<file path="config.mk">
export PLATFORM = sky130hd
export DESIGN_NAME = vreg_regs
export DESIGN_NICKNAME = d
export VERILOG_FILES = /design/src/vreg_pkg.sv /design/src/vreg_decode.sv /design/src/vreg_regs.sv
export SDC_FILE = /design/constraint.sdc
export NUM_CORES = 1
export LEC_CHECK = 0
export BUFFER_PORTS_ARGS = -buffer_cell sky130_fd_sc_hd__buf_2
export CAP_MARGIN = 20
export CORE_AREA = 2 2 174 245
export CTS_BUF_LIST = sky130_fd_sc_hd__clkbuf_8
export DETAILED_ROUTE_END_ITERATION = 10
export DIE_AREA = 0 0 176 247
export MAX_ROUTING_LAYER = met4
export SLEW_MARGIN = 15
export SYNTH_ARGS = -nofsm -noshare
export SYNTH_HDL_FRONTEND = slang
export SYNTH_HIERARCHICAL = 1
export SYNTH_SLANG_ARGS = --single-unit
export TNS_END_PERCENT = 30
</file>
<file path="constraint.sdc">
create_clock -name ref_clk -period 7.3 [get_ports ref_clk]
set_input_delay 1.825 -clock ref_clk [delete_from_list [all_inputs] [get_ports ref_clk]]
set_output_delay 1.825 -clock ref_clk [all_outputs]
set_load 0.01 [all_outputs]
</file>
<file path="src/vreg_pkg.sv">
// Package for the regulator voltage code bank: register offsets, field
// layouts, decode constants and the carrier structs.
// Assumes a byte-wide register port driven by the serial bus decoder.

package vreg_pkg;

  // ------------------------------------------------------------------
  // Register map
  // ------------------------------------------------------------------
  localparam logic [7:0] BUCK1_NORMAL_OFFSET = 8'h20;
  localparam logic [7:0] BUCK1_SCALED_OFFSET = 8'h21;
  localparam logic [7:0] BUCK2_NORMAL_OFFSET = 8'h22;
  localparam logic [7:0] BUCK2_SCALED_OFFSET = 8'h23;
  localparam logic [7:0] LDO3_OFFSET         = 8'h26;
  localparam logic [7:0] LDO4_OFFSET         = 8'h27;

  // ------------------------------------------------------------------
  // Fields and reset values
  // ------------------------------------------------------------------
  localparam int         LINEAR_CODE_MSB   = 5;
  localparam logic [7:0] LINEAR_CODE_MASK  = 8'h3f;
  localparam logic [7:0] BUCK_CODE_RESET   = 8'h00;
  localparam logic [5:0] LINEAR_CODE_RESET = 6'h00;

  // ------------------------------------------------------------------
  // Decode: linear targets in millivolts, buck targets in 0.1 mV
  // ------------------------------------------------------------------
  localparam logic [7:0]  BUCK_SAT_CODE   = 8'hd8;
  localparam logic [15:0] BUCK_BASE_UV    = 16'd600;
  localparam logic [15:0] BUCK_MAX_UV     = 16'd3300;
  localparam logic [5:0]  LINEAR_SAT_CODE = 6'h2e;
  localparam logic [15:0] LINEAR_BASE_MV  = 16'd1000;
  localparam logic [15:0] LINEAR_STEP_MV  = 16'd50;
  localparam logic [15:0] LINEAR_MAX_MV   = 16'd3300;

  // Buck targets are in units of 0.1 mV so the 12.5 mV step is exact
  localparam logic [15:0] BUCK_BASE_TENTH = 16'd6000;
  localparam logic [15:0] BUCK_STEP_TENTH = 16'd125;
  localparam logic [15:0] BUCK_MAX_TENTH  = 16'd33000;

  typedef struct packed {
    logic       wr;
    logic [7:0] addr;
    logic [7:0] wdata;
  } reg_req_t;

  typedef struct packed {
    logic [15:0] buck1_normal;
    logic [15:0] buck1_scaled;
    logic [15:0] buck2_normal;
    logic [15:0] buck2_scaled;
    logic [15:0] ldo3;
    logic [15:0] ldo4;
  } targets_t;

endpackage

</file>
<file path="src/vreg_decode.sv">
// Combinational code-to-target decoder for one converter or regulator.
// Assumes the code is held stable in a register by the caller.

`timescale 1ns/1ps
`default_nettype none

module vreg_decode (
  input  wire logic        linear,
  input  wire logic [7:0]  code,
  output logic      [15:0] target
);

  // ------------------------------------------------------------------
  // Decode
  // ------------------------------------------------------------------
  always_comb begin
    target = 16'h0000;
    if (linear) begin
      if (code[5:0] >= vreg_pkg::LINEAR_SAT_CODE) begin
        target = vreg_pkg::LINEAR_MAX_MV;
      end else begin
        target = vreg_pkg::LINEAR_BASE_MV
               + 16'(code[5:0]) * vreg_pkg::LINEAR_STEP_MV;
      end
    end else begin
      // Saturate rather than let the product run past the range
      if (code >= vreg_pkg::BUCK_SAT_CODE) begin
        target = vreg_pkg::BUCK_MAX_TENTH;
      end else begin
        target = vreg_pkg::BUCK_BASE_TENTH
               + 16'(code) * vreg_pkg::BUCK_STEP_TENTH;
      end
    end
  end

endmodule

`default_nettype wire

</file>
<file path="src/vreg_regs.sv">
// Register bank holding the converter and regulator voltage codes and
// the decoded targets fed to the analog loops.
// Assumes a serial bus decoder on ref_clk presenting one-cycle requests.

`timescale 1ns/1ps
`default_nettype none

module vreg_regs (
  input  wire logic              ref_clk,
  input  wire logic              rstn,
  input  wire vreg_pkg::reg_req_t req,
  output logic      [7:0]        rdata,
  output vreg_pkg::targets_t     targets
);

  logic [7:0] buck1_normal_voltage_code;
  logic [7:0] buck1_scaled_voltage_code;
  logic [7:0] buck2_normal_voltage_code;
  logic [7:0] buck2_scaled_voltage_code;
  logic [5:0] ldo3_voltage_code;
  logic [5:0] ldo4_voltage_code;
  logic [7:0] next_b1n;
  logic [7:0] next_b1s;
  logic [7:0] next_b2n;
  logic [7:0] next_b2s;
  logic [5:0] next_ldo3;
  logic [5:0] next_ldo4;
  logic [7:0] next_rdata;
  vreg_pkg::targets_t next_targets;
  logic [15:0] dec [6];

  // ------------------------------------------------------------------
  // Write path
  // ------------------------------------------------------------------
  always_comb begin
    next_b1n  = buck1_normal_voltage_code;
    next_b1s  = buck1_scaled_voltage_code;
    next_b2n  = buck2_normal_voltage_code;
    next_b2s  = buck2_scaled_voltage_code;
    next_ldo3 = ldo3_voltage_code;
    next_ldo4 = ldo4_voltage_code;
    if (req.wr) begin
      case (req.addr)
        vreg_pkg::BUCK1_NORMAL_OFFSET: next_b1n = req.wdata;
        vreg_pkg::BUCK1_SCALED_OFFSET: next_b1s = req.wdata;
        vreg_pkg::BUCK2_NORMAL_OFFSET: next_b2n = req.wdata;
        vreg_pkg::BUCK2_SCALED_OFFSET: next_b2s = req.wdata;
        // Upper bits are dropped, never stored
        vreg_pkg::LDO3_OFFSET: next_ldo3 = req.wdata[5:0];
        vreg_pkg::LDO4_OFFSET: next_ldo4 = req.wdata[5:0];
        default: ;
      endcase
    end
  end

  // ------------------------------------------------------------------
  // Read path; unmapped offsets read zero
  // ------------------------------------------------------------------
  always_comb begin
    case (req.addr)
      vreg_pkg::BUCK1_NORMAL_OFFSET: next_rdata = buck1_normal_voltage_code;
      vreg_pkg::BUCK1_SCALED_OFFSET: next_rdata = buck1_scaled_voltage_code;
      vreg_pkg::BUCK2_NORMAL_OFFSET: next_rdata = buck2_normal_voltage_code;
      vreg_pkg::BUCK2_SCALED_OFFSET: next_rdata = buck2_scaled_voltage_code;
      vreg_pkg::LDO3_OFFSET: next_rdata = {2'b00, ldo3_voltage_code};
      vreg_pkg::LDO4_OFFSET: next_rdata = {2'b00, ldo4_voltage_code};
      default: next_rdata = 8'h00;
    endcase
  end

  // ------------------------------------------------------------------
  // Decoders; outputs registered so the analog side sees clean steps
  // ------------------------------------------------------------------
  vreg_decode u_dec0 (.linear(1'b0), .code(buck1_normal_voltage_code),
                      .target(dec[0]));
  vreg_decode u_dec1 (.linear(1'b0), .code(buck1_scaled_voltage_code),
                      .target(dec[1]));
  vreg_decode u_dec2 (.linear(1'b0), .code(buck2_normal_voltage_code),
                      .target(dec[2]));
  vreg_decode u_dec3 (.linear(1'b0), .code(buck2_scaled_voltage_code),
                      .target(dec[3]));
  vreg_decode u_dec4 (.linear(1'b1), .code({2'b00, ldo3_voltage_code}),
                      .target(dec[4]));
  vreg_decode u_dec5 (.linear(1'b1), .code({2'b00, ldo4_voltage_code}),
                      .target(dec[5]));

  always_comb begin
    next_targets = '{buck1_normal: dec[0], buck1_scaled: dec[1],
                     buck2_normal: dec[2], buck2_scaled: dec[3],
                     ldo3: dec[4], ldo4: dec[5]};
  end

  // Code registers
  always_ff @(posedge ref_clk or negedge rstn) begin
    if (!rstn) begin
      buck1_normal_voltage_code <= vreg_pkg::BUCK_CODE_RESET;
      buck1_scaled_voltage_code <= vreg_pkg::BUCK_CODE_RESET;
      buck2_normal_voltage_code <= vreg_pkg::BUCK_CODE_RESET;
      buck2_scaled_voltage_code <= vreg_pkg::BUCK_CODE_RESET;
      ldo3_voltage_code         <= vreg_pkg::LINEAR_CODE_RESET;
      ldo4_voltage_code         <= vreg_pkg::LINEAR_CODE_RESET;
    end else begin
      buck1_normal_voltage_code <= next_b1n;
      buck1_scaled_voltage_code <= next_b1s;
      buck2_normal_voltage_code <= next_b2n;
      buck2_scaled_voltage_code <= next_b2s;
      ldo3_voltage_code         <= next_ldo3;
      ldo4_voltage_code         <= next_ldo4;
    end
  end

  // Read data and decoded targets
  always_ff @(posedge ref_clk or negedge rstn) begin
    if (!rstn) begin
      rdata   <= 8'h00;
      targets <= '0;
    end else begin
      rdata   <= next_rdata;
      targets <= next_targets;
    end
  end

  // ------------------------------------------------------------------
  // Checks: a write lands in its code at the next edge and in the
  // registered target one edge later, hence the two-cycle delays
  // ------------------------------------------------------------------
  a_buck_step: assert property (
    @(posedge ref_clk) disable iff (!rstn)
    (req.wr && req.addr == vreg_pkg::BUCK1_NORMAL_OFFSET
     && req.wdata < vreg_pkg::BUCK_SAT_CODE)
    |-> ##2 targets.buck1_normal == vreg_pkg::BUCK_BASE_TENTH
        + 16'($past(req.wdata, 2)) * vreg_pkg::BUCK_STEP_TENTH)
    else $error("buck target not linear");
  a_buck_scaled: assert property (
    @(posedge ref_clk) disable iff (!rstn)
    (req.wr && req.addr == vreg_pkg::BUCK2_SCALED_OFFSET
     && req.wdata < vreg_pkg::BUCK_SAT_CODE)
    |-> ##2 targets.buck2_scaled == vreg_pkg::BUCK_BASE_TENTH
        + 16'($past(req.wdata, 2)) * vreg_pkg::BUCK_STEP_TENTH)
    else $error("scaled buck target not linear");
  a_buck_zero: assert property (
    @(posedge ref_clk) disable iff (!rstn)
    (req.wr && req.addr == vreg_pkg::BUCK2_NORMAL_OFFSET
     && req.wdata == 8'h00)
    |-> ##2 targets.buck2_normal == vreg_pkg::BUCK_BASE_TENTH)
    else $error("buck code zero not lowest target");
  a_buck_sat: assert property (
    @(posedge ref_clk) disable iff (!rstn)
    (req.wr && req.addr == vreg_pkg::BUCK1_SCALED_OFFSET
     && req.wdata >= vreg_pkg::BUCK_SAT_CODE)
    |-> ##2 targets.buck1_scaled == vreg_pkg::BUCK_MAX_TENTH)
    else $error("buck target not saturated");
  a_buck2_sat: assert property (
    @(posedge ref_clk) disable iff (!rstn)
    (req.wr && req.addr == vreg_pkg::BUCK2_NORMAL_OFFSET
     && req.wdata >= vreg_pkg::BUCK_SAT_CODE)
    |-> ##2 targets.buck2_normal == vreg_pkg::BUCK_MAX_TENTH)
    else $error("second buck target not saturated");
  // A wrapped or unsaturated top code would land above the ceiling
  a_buck_ceiling: assert property (
    @(posedge ref_clk) disable iff (!rstn)
    targets.buck1_normal <= vreg_pkg::BUCK_MAX_TENTH
    && targets.buck1_scaled <= vreg_pkg::BUCK_MAX_TENTH
    && targets.buck2_normal <= vreg_pkg::BUCK_MAX_TENTH
    && targets.buck2_scaled <= vreg_pkg::BUCK_MAX_TENTH)
    else $error("buck target above range");
  a_ldo3_read: assert property (
    @(posedge ref_clk) disable iff (!rstn)
    (req.wr && req.addr == vreg_pkg::LDO3_OFFSET)
    ##1 (!req.wr && req.addr == vreg_pkg::LDO3_OFFSET)
    |-> ##1 rdata == {2'b00, $past(req.wdata[5:0], 2)})
    else $error("ldo3 readback wrong");
  a_ldo3_hold: assert property (
    @(posedge ref_clk) disable iff (!rstn)
    !(req.wr && req.addr == vreg_pkg::LDO3_OFFSET)
    |=> $stable(ldo3_voltage_code))
    else $error("ldo3 code changed without its write");
  a_ldo4_read: assert property (
    @(posedge ref_clk) disable iff (!rstn)
    (req.wr && req.addr == vreg_pkg::LDO4_OFFSET)
    ##1 (!req.wr && req.addr == vreg_pkg::LDO4_OFFSET)
    |-> ##1 rdata == {2'b00, $past(req.wdata[5:0], 2)})
    else $error("ldo4 readback wrong");
  a_ldo4_hold: assert property (
    @(posedge ref_clk) disable iff (!rstn)
    !(req.wr && req.addr == vreg_pkg::LDO4_OFFSET)
    |=> $stable(ldo4_voltage_code))
    else $error("ldo4 code changed without its write");
  a_ldo_step: assert property (
    @(posedge ref_clk) disable iff (!rstn)
    (req.wr && req.addr == vreg_pkg::LDO3_OFFSET
     && req.wdata[5:0] < vreg_pkg::LINEAR_SAT_CODE)
    |-> ##2 targets.ldo3 == vreg_pkg::LINEAR_BASE_MV
        + 16'($past(req.wdata[5:0], 2)) * vreg_pkg::LINEAR_STEP_MV)
    else $error("ldo3 target not linear");
  a_ldo4_step: assert property (
    @(posedge ref_clk) disable iff (!rstn)
    (req.wr && req.addr == vreg_pkg::LDO4_OFFSET
     && req.wdata[5:0] < vreg_pkg::LINEAR_SAT_CODE)
    |-> ##2 targets.ldo4 == vreg_pkg::LINEAR_BASE_MV
        + 16'($past(req.wdata[5:0], 2)) * vreg_pkg::LINEAR_STEP_MV)
    else $error("ldo4 target not linear");
  a_ldo_sat: assert property (
    @(posedge ref_clk) disable iff (!rstn)
    (req.wr && req.addr == vreg_pkg::LDO4_OFFSET
     && req.wdata[5:0] >= vreg_pkg::LINEAR_SAT_CODE)
    |-> ##2 targets.ldo4 == vreg_pkg::LINEAR_MAX_MV)
    else $error("ldo4 target not saturated");
  a_ldo3_sat: assert property (
    @(posedge ref_clk) disable iff (!rstn)
    (req.wr && req.addr == vreg_pkg::LDO3_OFFSET
     && req.wdata[5:0] >= vreg_pkg::LINEAR_SAT_CODE)
    |-> ##2 targets.ldo3 == vreg_pkg::LINEAR_MAX_MV)
    else $error("ldo3 target not saturated");
  a_ldo_ceiling: assert property (
    @(posedge ref_clk) disable iff (!rstn)
    targets.ldo3 <= vreg_pkg::LINEAR_MAX_MV
    && targets.ldo4 <= vreg_pkg::LINEAR_MAX_MV)
    else $error("ldo target above range");
  a_spare_zero: assert property (
    @(posedge ref_clk) disable iff (!rstn)
    ($past(req.addr) == vreg_pkg::LDO3_OFFSET
     || $past(req.addr) == vreg_pkg::LDO4_OFFSET)
    |-> rdata[7:6] == 2'b00)
    else $error("spare bits not zero");

endmodule

`default_nettype wire

</file>
==> impl_metrics.tcl, run 1 <==
set metrics [dict create \
    clk_path_buf_depth 2 \
    synth-seq-cells 148 \
    core-area_um2 41500 \
    tns_ps 0 \
    clock_latency_ps 510 \
    worstSetupEndpointType "flop" \
    synth_top_family_by_area "adder cells" \
    die-area_um2 43500 \
    p_leak_uw 0.0111 \
    drive_gt1_share_pct 13.5 \
    rsz0062_at_grt "no" \
    cts_tree "yes" \
    outcome "completed" \
    grt-ovfl-total 0 \
    path_class "flop to flop" \
    ys.flop_type "dfrtp_1" \
    cp.required_ps 7670 \
    grt_max_degree 94 \
    critical_path.max_fanout 12 \
    stdcell_area_um2 20200 \
    place_congestion 0.912 \
    holdWs_ps 715 \
    finalNonFillerCells 2529 \
    final_cell_mix "ha_1 (402), inv_1 (276), dfrtp_1 (148), fa_1 (132), buf_2 (121)" \
    synth.avg_cell_area_um2 10.2 \
    drv_cap 0 \
    ir_drop_mv 0.107 \
    vias_per_cell 5.31 \
    hold_viol 0 \
    dieWidth_um 176 \
    rows 89 \
    power.density_nw_per_um2 188 \
    syn_area_um2 18400 \
    finalCriticalPeriod_ps 4530 \
    ctsHoldBuffers 0 \
    crit_path_frequent_cell "fa_1" \
    drt_pass1_iterations 6 \
    finalMaxSlewViolations 0 \
    crit_family "adder cells" \
    crit_chain "fa_1, ha_1, inv_1, fa_1, inv_1, fa_1, ha_1, a211oi_1, o21ai_1, o41a_1, xor2_1, a32oi_1, o311ai_1" \
    syn_inst 1795 \
    drt_iter0_drc 398 \
    worst_pin_slew_ps 937 \
    die_h_um 247 \
    clock_skew_ps 12.2 \
    num_vias 13400 \
    cts_resized 0 \
    synth_xor_area_share_pct 6.90 \
    max_freq_ghz 0.221 \
    synthAdderAreaFrac_pct 41.7 \
    setup_viol 0 \
    cts-buffers-inserted 17 \
    ios 123 \
    yosys.area.top_type "ha_1" \
    drc_errors 0 \
    layout.nets 2517 \
    yosysWarnings 6 \
    fillers 3894 \
    layout_commonest_cell "ha_1" \
    ant_nets 0 \
    numClockSinks 148 \
    critPathSlowestCell "dfrtp_1" \
    cp.arrival_ps 4900 \
    wire_per_inst_um 17.2 \
    startpoint_type "flop" \
    hold_class "flop to flop" \
    port_buffers 122 \
    grt_pass1_wl_mm 70.8 \
    area_growth_pct 9.65 \
    synth-compound-area-share_pct 12.7 \
    grt_pass1_vias 14100 \
    wl_mm 43.4 \
    grt_util_all_layers_pct 21.2 \
    hpwl_mm 35.7 \
    slowest_delay_ps 740 \
    start_util_pct 44.3 \
    yosysTopAreaCellShare_pct 27.3 \
    antenna_found_initial 6 \
    post-route-period-util_pct 62.0 \
    synth_area_leaders "ha_1 (27%), dfrtp_1 (20%), fa_1 (14%)" \
    cts-htree-levels 4 \
    relSlewSlack_pct 37.6 \
    synth-simple-area-share_pct 8.22 \
    muxShareOfSynthArea_pct 4.41 \
    clk_pin_slew_worst_paths_ps 100 \
    place_area_um2 19800 \
    synthArstFlopShare_pct 100 \
    synth-edff-count 0 \
    clockRootBuffer "clkbuf_8" \
    dp_cells 2491 \
    yosysSeqAreaShare_pct 20.1 \
    ys_types 68 \
    path_buf_inv 2 \
    postCtsSetupBuffers 0 \
]
## routing by layer
layer / vias to the layer above / share of wire (%) / GRT usage (%)
met3: 59 / 2.8 / 2.51
li1: 6534 / - / -
met2: 221 / 53 / 39.1
met1: 6616 / 41 / 23.7
met4: 0 / 2.5 / 7.24
met5: - / 0 / -
## registers in the layout, indices dropped and copies added (netlist names)
register and flops:
targets 96, buck1_normal_voltage_code 8, buck1_scaled_voltage_code 8, buck2_normal_voltage_code 8
buck2_scaled_voltage_code 8, rdata 8, ldo3_voltage_code 6, ldo4_voltage_code 6
## worst paths after layout
check / to / cells after the start / from / slack (ps)
max in group asynchronous: targets[75]$_DFF_PN0_ / 2 / rstn / 4590
min: buck2_normal_voltage_code[7]$_DFFE_PN0P_ / 1 / buck2_normal_voltage_code[7]$_DFFE_PN0P_ / 720
max: targets[75]$_DFF_PN0_ / 13 / buck1_scaled_voltage_code[2]$_DFFE_PN0P_ / 2770
min in group asynchronous: targets[8]$_DFF_PN0_ / 1 / rstn / 1350
max reg2reg: targets[75]$_DFF_PN0_ / 13 / buck1_scaled_voltage_code[2]$_DFFE_PN0P_ / 2770
min reg2reg: buck2_normal_voltage_code[7]$_DFFE_PN0P_ / 1 / buck2_normal_voltage_code[7]$_DFFE_PN0P_ / 720
## cell type report
type	count	area, um2	area share (%)
sequential	148	3700	18.4
clock inverter	15	123	0.608
tap	546	683	3.39
antenna	6	15.0	0.0744
clock buffer	17	234	1.16
multi-input combinational	1398	13800	68.2
timing repair buffer	123	624	3.10
inverter	276	1040	5.14
## cell usage after synthesis, types with 5 or more instances
library cell / number
o31ai_1: 5
and2_1: 15
nand2b_1: 10
o21a_1: 5
or2_2: 13
nor2b_1: 9
ha_1: 402
dfrtp_1: 148
xor2_1: 87
o21ai_1: 13
a22o_1: 7
mux2_2: 64
o32ai_1: 7
a22oi_1: 24
nand4_1: 6
nand3_1: 13
o21ai_0: 39
xnor2_1: 58
o22ai_1: 21
nor2_1: 81
a211oi_2: 6
clkbuf_1: 7
nor3_1: 37
inv_1: 276
a32oi_1: 5
or3_1: 7
nand2_1: 52
o311ai_1: 5
a21oi_1: 77
o2111ai_1: 10
nand3b_1: 10
fa_1: 132
and3b_1: 5
a31oi_1: 14
a21o_1: 29
o211ai_1: 11
o21bai_1: 6
a211oi_1: 11
## where the power goes
part	internal (uW)	switching, uW
clock network	242	382
registers	965	79.8
logic	912	1200
## stage by stage
step	utilization, %	total power (uW)	setup slack, ps
floorplan	-	2600	3280
global placement	47.7	3140	2910
detailed placement	47.7	3170	2820
CTS	48.5	3820	2760
global route	48.6	4140	2560
finish	48.6	3780	2770
## kinds of logic after synthesis
kind of cell	count (synthesis)
AOI/OAI and AO/OA	328
xor gates and xnor gates	145
adders and majority gates	534
buffers and inverters	288
DFF	148
muxes	68
other	2
and+or+nand+nor	282
No activity file was read; power rests on OpenSTA's default activity.
==> inputs of run 2 (changes only) <==
ABC_AREA = 1   (was not set)
CORE_AREA = 2 2 180 252   (was 2 2 174 245)
DIE_AREA = 0 0 182 254   (was 0 0 176 247)
clock period = 3.97 ns   (was 7.3 ns; I/O delays follow)
==> impl_metrics.tcl, run 2 <==
set metrics [dict create \
    drc_errors 0 \
    final_cell_mix "nand2_1 (492), inv_1 (432), ha_1 (386), nand3_1 (162), dfrtp_1 (135)" \
    synth_area_leaders "ha_1 (26%), dfrtp_1 (19%), fa_1 (14%)" \
    clk_path_buf_depth 2 \
    cts-htree-levels 4 \
    ios 123 \
    p_leak_uw 0.0128 \
    layout.nets 3179 \
    place_ws_ps 89.4 \
    synthTopCellsByCount "nand2_1 (493), inv_1 (434), ha_1 (402)" \
    critical_path.max_fanout 5 \
    path_class "flop to flop" \
    regArea_um2 3720 \
    numClockSinks 148 \
    area_growth_pct 12.4 \
    die-area_um2 46200 \
    core-area_um2 43900 \
    start_util_pct 44.5 \
    holdWs_ps 534 \
    num_vias 16000 \
    drv_cap 0 \
    largest_reg_flops 96 \
    power.density_nw_per_um2 403 \
    synth-seq-cells 148 \
    worst_pin_slew_ps 813 \
    drt_pass1_iterations 7 \
    ys.flop_type "dfrtp_1" \
    outcome "completed" \
    clk_pin_slew_worst_paths_ps 90 \
    max_freq_ghz 0.264 \
    timing.rr.start "buck1_scaled_voltage_code[2]$_DFFE_PN0P_" \
    grt-ovfl-total 0 \
    syn_inst 2407 \
    synthArstFlopShare_pct 100 \
    syn_area_um2 19500 \
    clock_latency_ps 520 \
    cts-buffers-inserted 17 \
    finalMaxSlewViolations 0 \
    grt_pass1_vias 16500 \
    startpoint_type "flop" \
    yosysWarnings 6 \
    ys_types 43 \
    finalWorstSetupSlack_ps 178 \
    wire_per_inst_um 14.8 \
    crit_start "buck1_scaled_voltage_code[2]$_DFFE_PN0P_" \
    layout_commonest_cell "nand2_1" \
    drive_gt1_share_pct 15.5 \
    total_power_uw 8840 \
    grt_util_all_layers_pct 22.1 \
    finalCriticalPeriod_ps 3790 \
    grt_max_degree 80 \
    place_congestion 0.916 \
    yosysMostFrequentCell "nand2_1" \
    antenna_found_initial 10 \
    multiInputGateArea_um2 14300 \
    vias_per_cell 5.00 \
    relSlewSlack_pct 45.8 \
    die_h_um 254 \
    clock_skew_ps 12.6 \
    dp_cells 3162 \
    rsz0062_at_grt "yes" \
    synth.avg_cell_area_um2 8.12 \
    grt_pass1_wl_mm 79.9 \
    dieWidth_um 182 \
    slowest_delay_ps 550 \
    cp.arrival_ps 4230 \
    critPathSlowestCell "fa_1" \
    setup_viol 0 \
    hold_class "input port to asynchronous set/reset pin" \
    ir_drop_mv 0.321 \
    hold_viol 0 \
    rows 91 \
    cts_tree "yes" \
    ctsHoldBuffers 0 \
    port_buffers 122 \
    drt_iter0_drc 600 \
    crit_chain "fa_1, xnor2_1, xor2_1, fa_1, inv_1, fa_1, inv_1, ha_2, a21oi_2, nand2_2, nand2_1, nand2_2, nand3_1, nand2_1, nand2_1, nand2_1, nor2_1" \
    ant_nets 0 \
    hpwl_mm 39.4 \
    post-route-period-util_pct 95.5 \
    yosysTopAreaCellShare_pct 25.7 \
    yosysSeqAreaShare_pct 19.0 \
    worstSetupEndpointType "flop" \
    yosys.area.top_type "ha_1" \
    fillers 4275 \
    top_register "targets" \
    finalNonFillerCells 3207 \
    crit_path_frequent_cell "nand2_1" \
    cp.required_ps 4410 \
    clockRootBuffer "clkbuf_8" \
    wl_mm 47.4 \
    synth-edff-count 0 \
]
run 2: cell count changes in the layout (fill, tap and decap cells not counted), moves of 36 or more:
cell	delta
nand2_1	+440
o21ai_0	+37
nand2_2	+57
xor2_1	-65
inv_1	+156
buf_4	+55
mux2_2	-64
xnor2_1	-44
nor2_1	+41
nand3_1	+149
nor3_1	-36
run 2: logic make-up (layout without fill, tap and decap cells):
group                    Yosys count  in the layout  synth area share, %
XOR/XNOR                          38             38                 1.70
buffers and inverters            465            664                 9.16
flip-flops                       148            148                 19.0
adder cells (fa/ha/maj)          534            534                 39.3
AO/OA/AOI/OAI                    282            282                 8.61
AND/OR/NAND/NOR                  938            938                 22.3
other                              2             45               0.0384
run 2: area by class of cell:
cell class / count / area share, %
multi-input cells: 1827 / 65.4
flip-flops and latches: 148 / 16.9
inverters: 451 / 7.71
repair buffers: 181 / 4.88
well taps: 558 / 3.18
clock buffers: 17 / 1.07
clock inverters: 15 / 0.758
diodes: 10 / 0.114
run 2: stage by stage:
| stage | setup TNS (ps) | instance area, um2 | util, % |
|---|---|---|---|
| 3_5_place_dp | 0 | 21300 | 48.5 |
| 4_1_cts | 0 | 21700 | 49.4 |
| 2_1_floorplan | 0 | 19700 | - |
| 3_3_place_gp | 0 | 21300 | 48.5 |
| 5_1_grt | -76.8 | 22000 | 50.0 |
| 6_report | 0 | 22000 | 50.0 |
run 2: critical path, delay by kind of cell (launching register included):
family,cells,cell delay (ps)
xor+xnor,2,400
compound gates,1,190
fa+ha+maj,4,1970
simple gates,8,590
buf+inv,2,110
flops,1,450
run 2: metal layers:
layer	vias to the layer above	GRT usage [%]	part of all wire [%]
li1	8161	-	-
met1	7560	26.2	44
met2	242	38.4	50
met3	64	3.51	3.4
met4	0	7.24	2.4
met5	-	-	0
run 2: worst paths after layout:
check | end | slack [ps] | depth (start not counted)
max | targets[77]$_DFF_PN0_ | 180 | 17
min | targets[23]$_DFF_PN0_ | 530 | 1
max reg2reg | targets[77]$_DFF_PN0_ | 180 | 17
min reg2reg | buck2_scaled_voltage_code[5]$_DFFE_PN0P_ | 610 | 2
max in group asynchronous | buck2_normal_voltage_code[1]$_DFFE_PN0P_ | 2560 | 2
min in group ref_clk | buck2_scaled_voltage_code[5]$_DFFE_PN0P_ | 610 | 2
run 2: report_power, final:
group          internal [uW]  total, uW  switching (uW)
sequential              1800       1900            99.4
clock                    613       1280             665
combinational           2230       5670            3430
total                   4640       8840            4200
run 2: timing repair:
item                       4_1_cts  5_1_grt
buffers inserted                 0        3
setup endpoints to repair        0       28
gates resized for setup          0       56
==> inputs of run 3 (changes only) <==
--- a/config.mk
+++ b/config.mk
@@ -9,9 +9,10 @@
 export BUFFER_PORTS_ARGS = -buffer_cell sky130_fd_sc_hd__buf_2
 export CAP_MARGIN = 20
-export CORE_AREA = 2 2 180 252
+export CORE_AREA = 2 2 171 239
 export CTS_BUF_LIST = sky130_fd_sc_hd__clkbuf_8
 export DETAILED_ROUTE_END_ITERATION = 10
-export DIE_AREA = 0 0 182 254
+export DIE_AREA = 0 0 173 241
 export MAX_ROUTING_LAYER = met4
+export PLACE_DENSITY = 0.7
 export SLEW_MARGIN = 15
 export SYNTH_ARGS = -nofsm -noshare
==> constraint.sdc (replaced) <==
create_clock -name ref_clk -period 3.97 [get_ports ref_clk]
set_input_delay 0.794 -clock ref_clk [delete_from_list [all_inputs] [get_ports ref_clk]]
set_output_delay 0.794 -clock ref_clk [all_outputs]
set_load 0.01 [all_outputs]
==> impl_metrics.tcl, run 3 (same netlist as run 2, synthesis figures left out) <==
set metrics [dict create \
    startpoint_type "flop" \
    die-area_um2 41700 \
    drv_cap 0 \
    p_comb_share_pct 63.1 \
    setup_viol 0 \
    path_class "flop to flop" \
    worst_pin_slew_ps 845 \
    drt_iter0_drc 804 \
    wl_mm 47.7 \
    timing.rr.start "buck2_scaled_voltage_code[2]$_DFFE_PN0P_" \
    dieWidth_um 173 \
    wire_per_inst_um 15.0 \
    numClockSinks 148 \
    holdWs_ps 325 \
    grt_pass1_vias 16600 \
    rsz0062_at_grt "yes" \
    drc_errors 0 \
    worstSetupEndpointType "flop" \
    ios 123 \
    timing.rr.end "targets[45]$_DFF_PN0_" \
    cts-buffers-inserted 17 \
    antenna_found_initial 12 \
    p_leak_uw 0.0128 \
    switching_share_pct 46.7 \
    grt_pass1_wl_mm 79.6 \
    top_register "targets" \
    layout_commonest_cell "nand2_1" \
    hpwl_mm 38.8 \
    clock_latency_ps 510 \
    cts-htree-levels 4 \
    place_ws_ps -16.2 \
    p_sw_uw 4190 \
    clockRootBuffer "clkbuf_8" \
    clk_path_buf_depth 2 \
    hold_class "input port to asynchronous set/reset pin" \
    core-area_um2 39400 \
    outcome "completed" \
    cts_tree "yes" \
    vias_per_cell 5.15 \
    grt_max_degree 84 \
    ant_nets 0 \
    finalWorstSetupSlack_ps 138 \
    clock_skew_ps 18.3 \
    grt-ovfl-total 0 \
    finalNonFillerCells 3183 \
    drive_gt1_share_pct 15.5 \
    num_vias 16400 \
    cp.required_ps 4410 \
    layout.nets 3183 \
    max_freq_ghz 0.261 \
    pwr-share-clk_pct 15.8 \
    area_growth_pct 12.4 \
    cp.arrival_ps 4280 \
    clk_pin_slew_worst_paths_ps 100 \
    final_cell_mix "nand2_1 (491), inv_1 (433), ha_1 (391), nand3_1 (162), dfrtp_1 (133)" \
    dp_cells 3133 \
    place_area_um2 21300 \
    port_buffers 122 \
    rows 86 \
    grt_util_all_layers_pct 24.2 \
    finalCriticalPeriod_ps 3830 \
    finalMaxSlewViolations 0 \
    drt_pass1_iterations 5 \
    largest_reg_flops 96 \
    regToRegSetupSlack_ps 140 \
    stdcell_area_um2 22000 \
    place_congestion 0.970 \
    die_h_um 241 \
    power_frac_seq_pct 21.1 \
    r2r_cells 18 \
    ir_drop_mv 0.266 \
    final_util_pct 55.8 \
    post-route-period-util_pct 96.5 \
    critical_path.max_fanout 4 \
    p_int_uw 4770 \
    start_util_pct 49.6 \
    power.density_nw_per_um2 408 \
    hold_viol 0 \
    relSlewSlack_pct 43.7 \
]
[run 3: area by class of cell]
| type | instances | area [um2] |
|---|---|---|
| Tap cell | 528 | 661 |
| Fill cell | 3717 | 17400 |
| Clock buffer | 18 | 248 |
| Multi-Input combinational cell | 1827 | 14300 |
| Timing Repair Buffer | 185 | 1090 |
| Sequential cell | 148 | 3720 |
| Clock inverter | 14 | 206 |
| Inverter | 451 | 1690 |
| Antenna cell | 12 | 30.0 |
[run 3: through the flow]
stage | setup TNS [ps] | total power, uW
3_3_place_gp | 0 | 7180
3_5_place_dp | -16.2 | 7290
5_1_grt | -32.6 | 9880
2_1_floorplan | 0 | 5930
6_report | 0 | 8960
4_1_cts | 0 | 8790
[run 3: timing repair]
| action | 4_1_cts | 5_1_grt |
|---|---|---|
| hold buffers | 0 | 0 |
| buffers inserted | 0 | 6 |
| pin swaps | 0 | 16 |
| resized for setup | 3 | 49 |
| cloned | 0 | 0 |
| endpoints found under the setup margin | 1 | 30 |
[run 3: how the worst max path moves through the flow]
stage | startpoint | end | slack, ps | depth (start not counted)
after floorplan | buck2_scaled_voltage_code[2]$_DFFE_PN0P_ | targets[47]$_DFF_PN0_ | 230 | 17
after detailed placement | buck1_normal_voltage_code[3]$_DFFE_PN0P_ | targets[92]$_DFF_PN0_ | -20 | 14
after global routing | buck2_scaled_voltage_code[2]$_DFFE_PN0P_ | targets[41]$_DFF_PN0_ | -20 | 16
after CTS | buck1_normal_voltage_code[2]$_DFFE_PN0P_ | targets[92]$_DFF_PN0_ | 40 | 16
final | buck2_scaled_voltage_code[2]$_DFFE_PN0P_ | targets[45]$_DFF_PN0_ | 140 | 18
after global placement | buck1_normal_voltage_code[2]$_DFFE_PN0P_ | targets[92]$_DFF_PN0_ | 20 | 14
[run 3: power by group through the flow]
stage,registers [uW],clock network [uW],logic [uW]
2_1_floorplan,2100,0,3830
3_3_place_gp,1930,0,5260
3_5_place_dp,1930,0,5370
4_1_cts,1900,1450,5440
5_1_grt,1930,1510,6440
6_report,1890,1410,5660
[run 3: critical path, stage by stage (launching register included)]
cell and delay (ps):
dfrtp_2 450, buf_4 150, fa_1 500, xnor2_1 150, xor2_1 180, fa_1 530
inv_1 60, fa_1 530, inv_1 40, ha_1 330, a21oi_2 160, nand2_1 120
nand2_1 100, nand2_2 70, nand3_1 70, nand2_1 70, nand2_1 60, nand2_1 60
nor2_2 120
[run 3: per-layer routing]
| layer | share of wire [%] | track usage (%) | vias up |
|---|---|---|---|
| li1 | - | - | 8182 |
| met1 | 44 | 28.4 | 7815 |
| met2 | 50 | 42.6 | 322 |
| met3 | 3.8 | 3.43 | 82 |
| met4 | 2.6 | 8.53 | 0 |
| met5 | 0 | - | - |
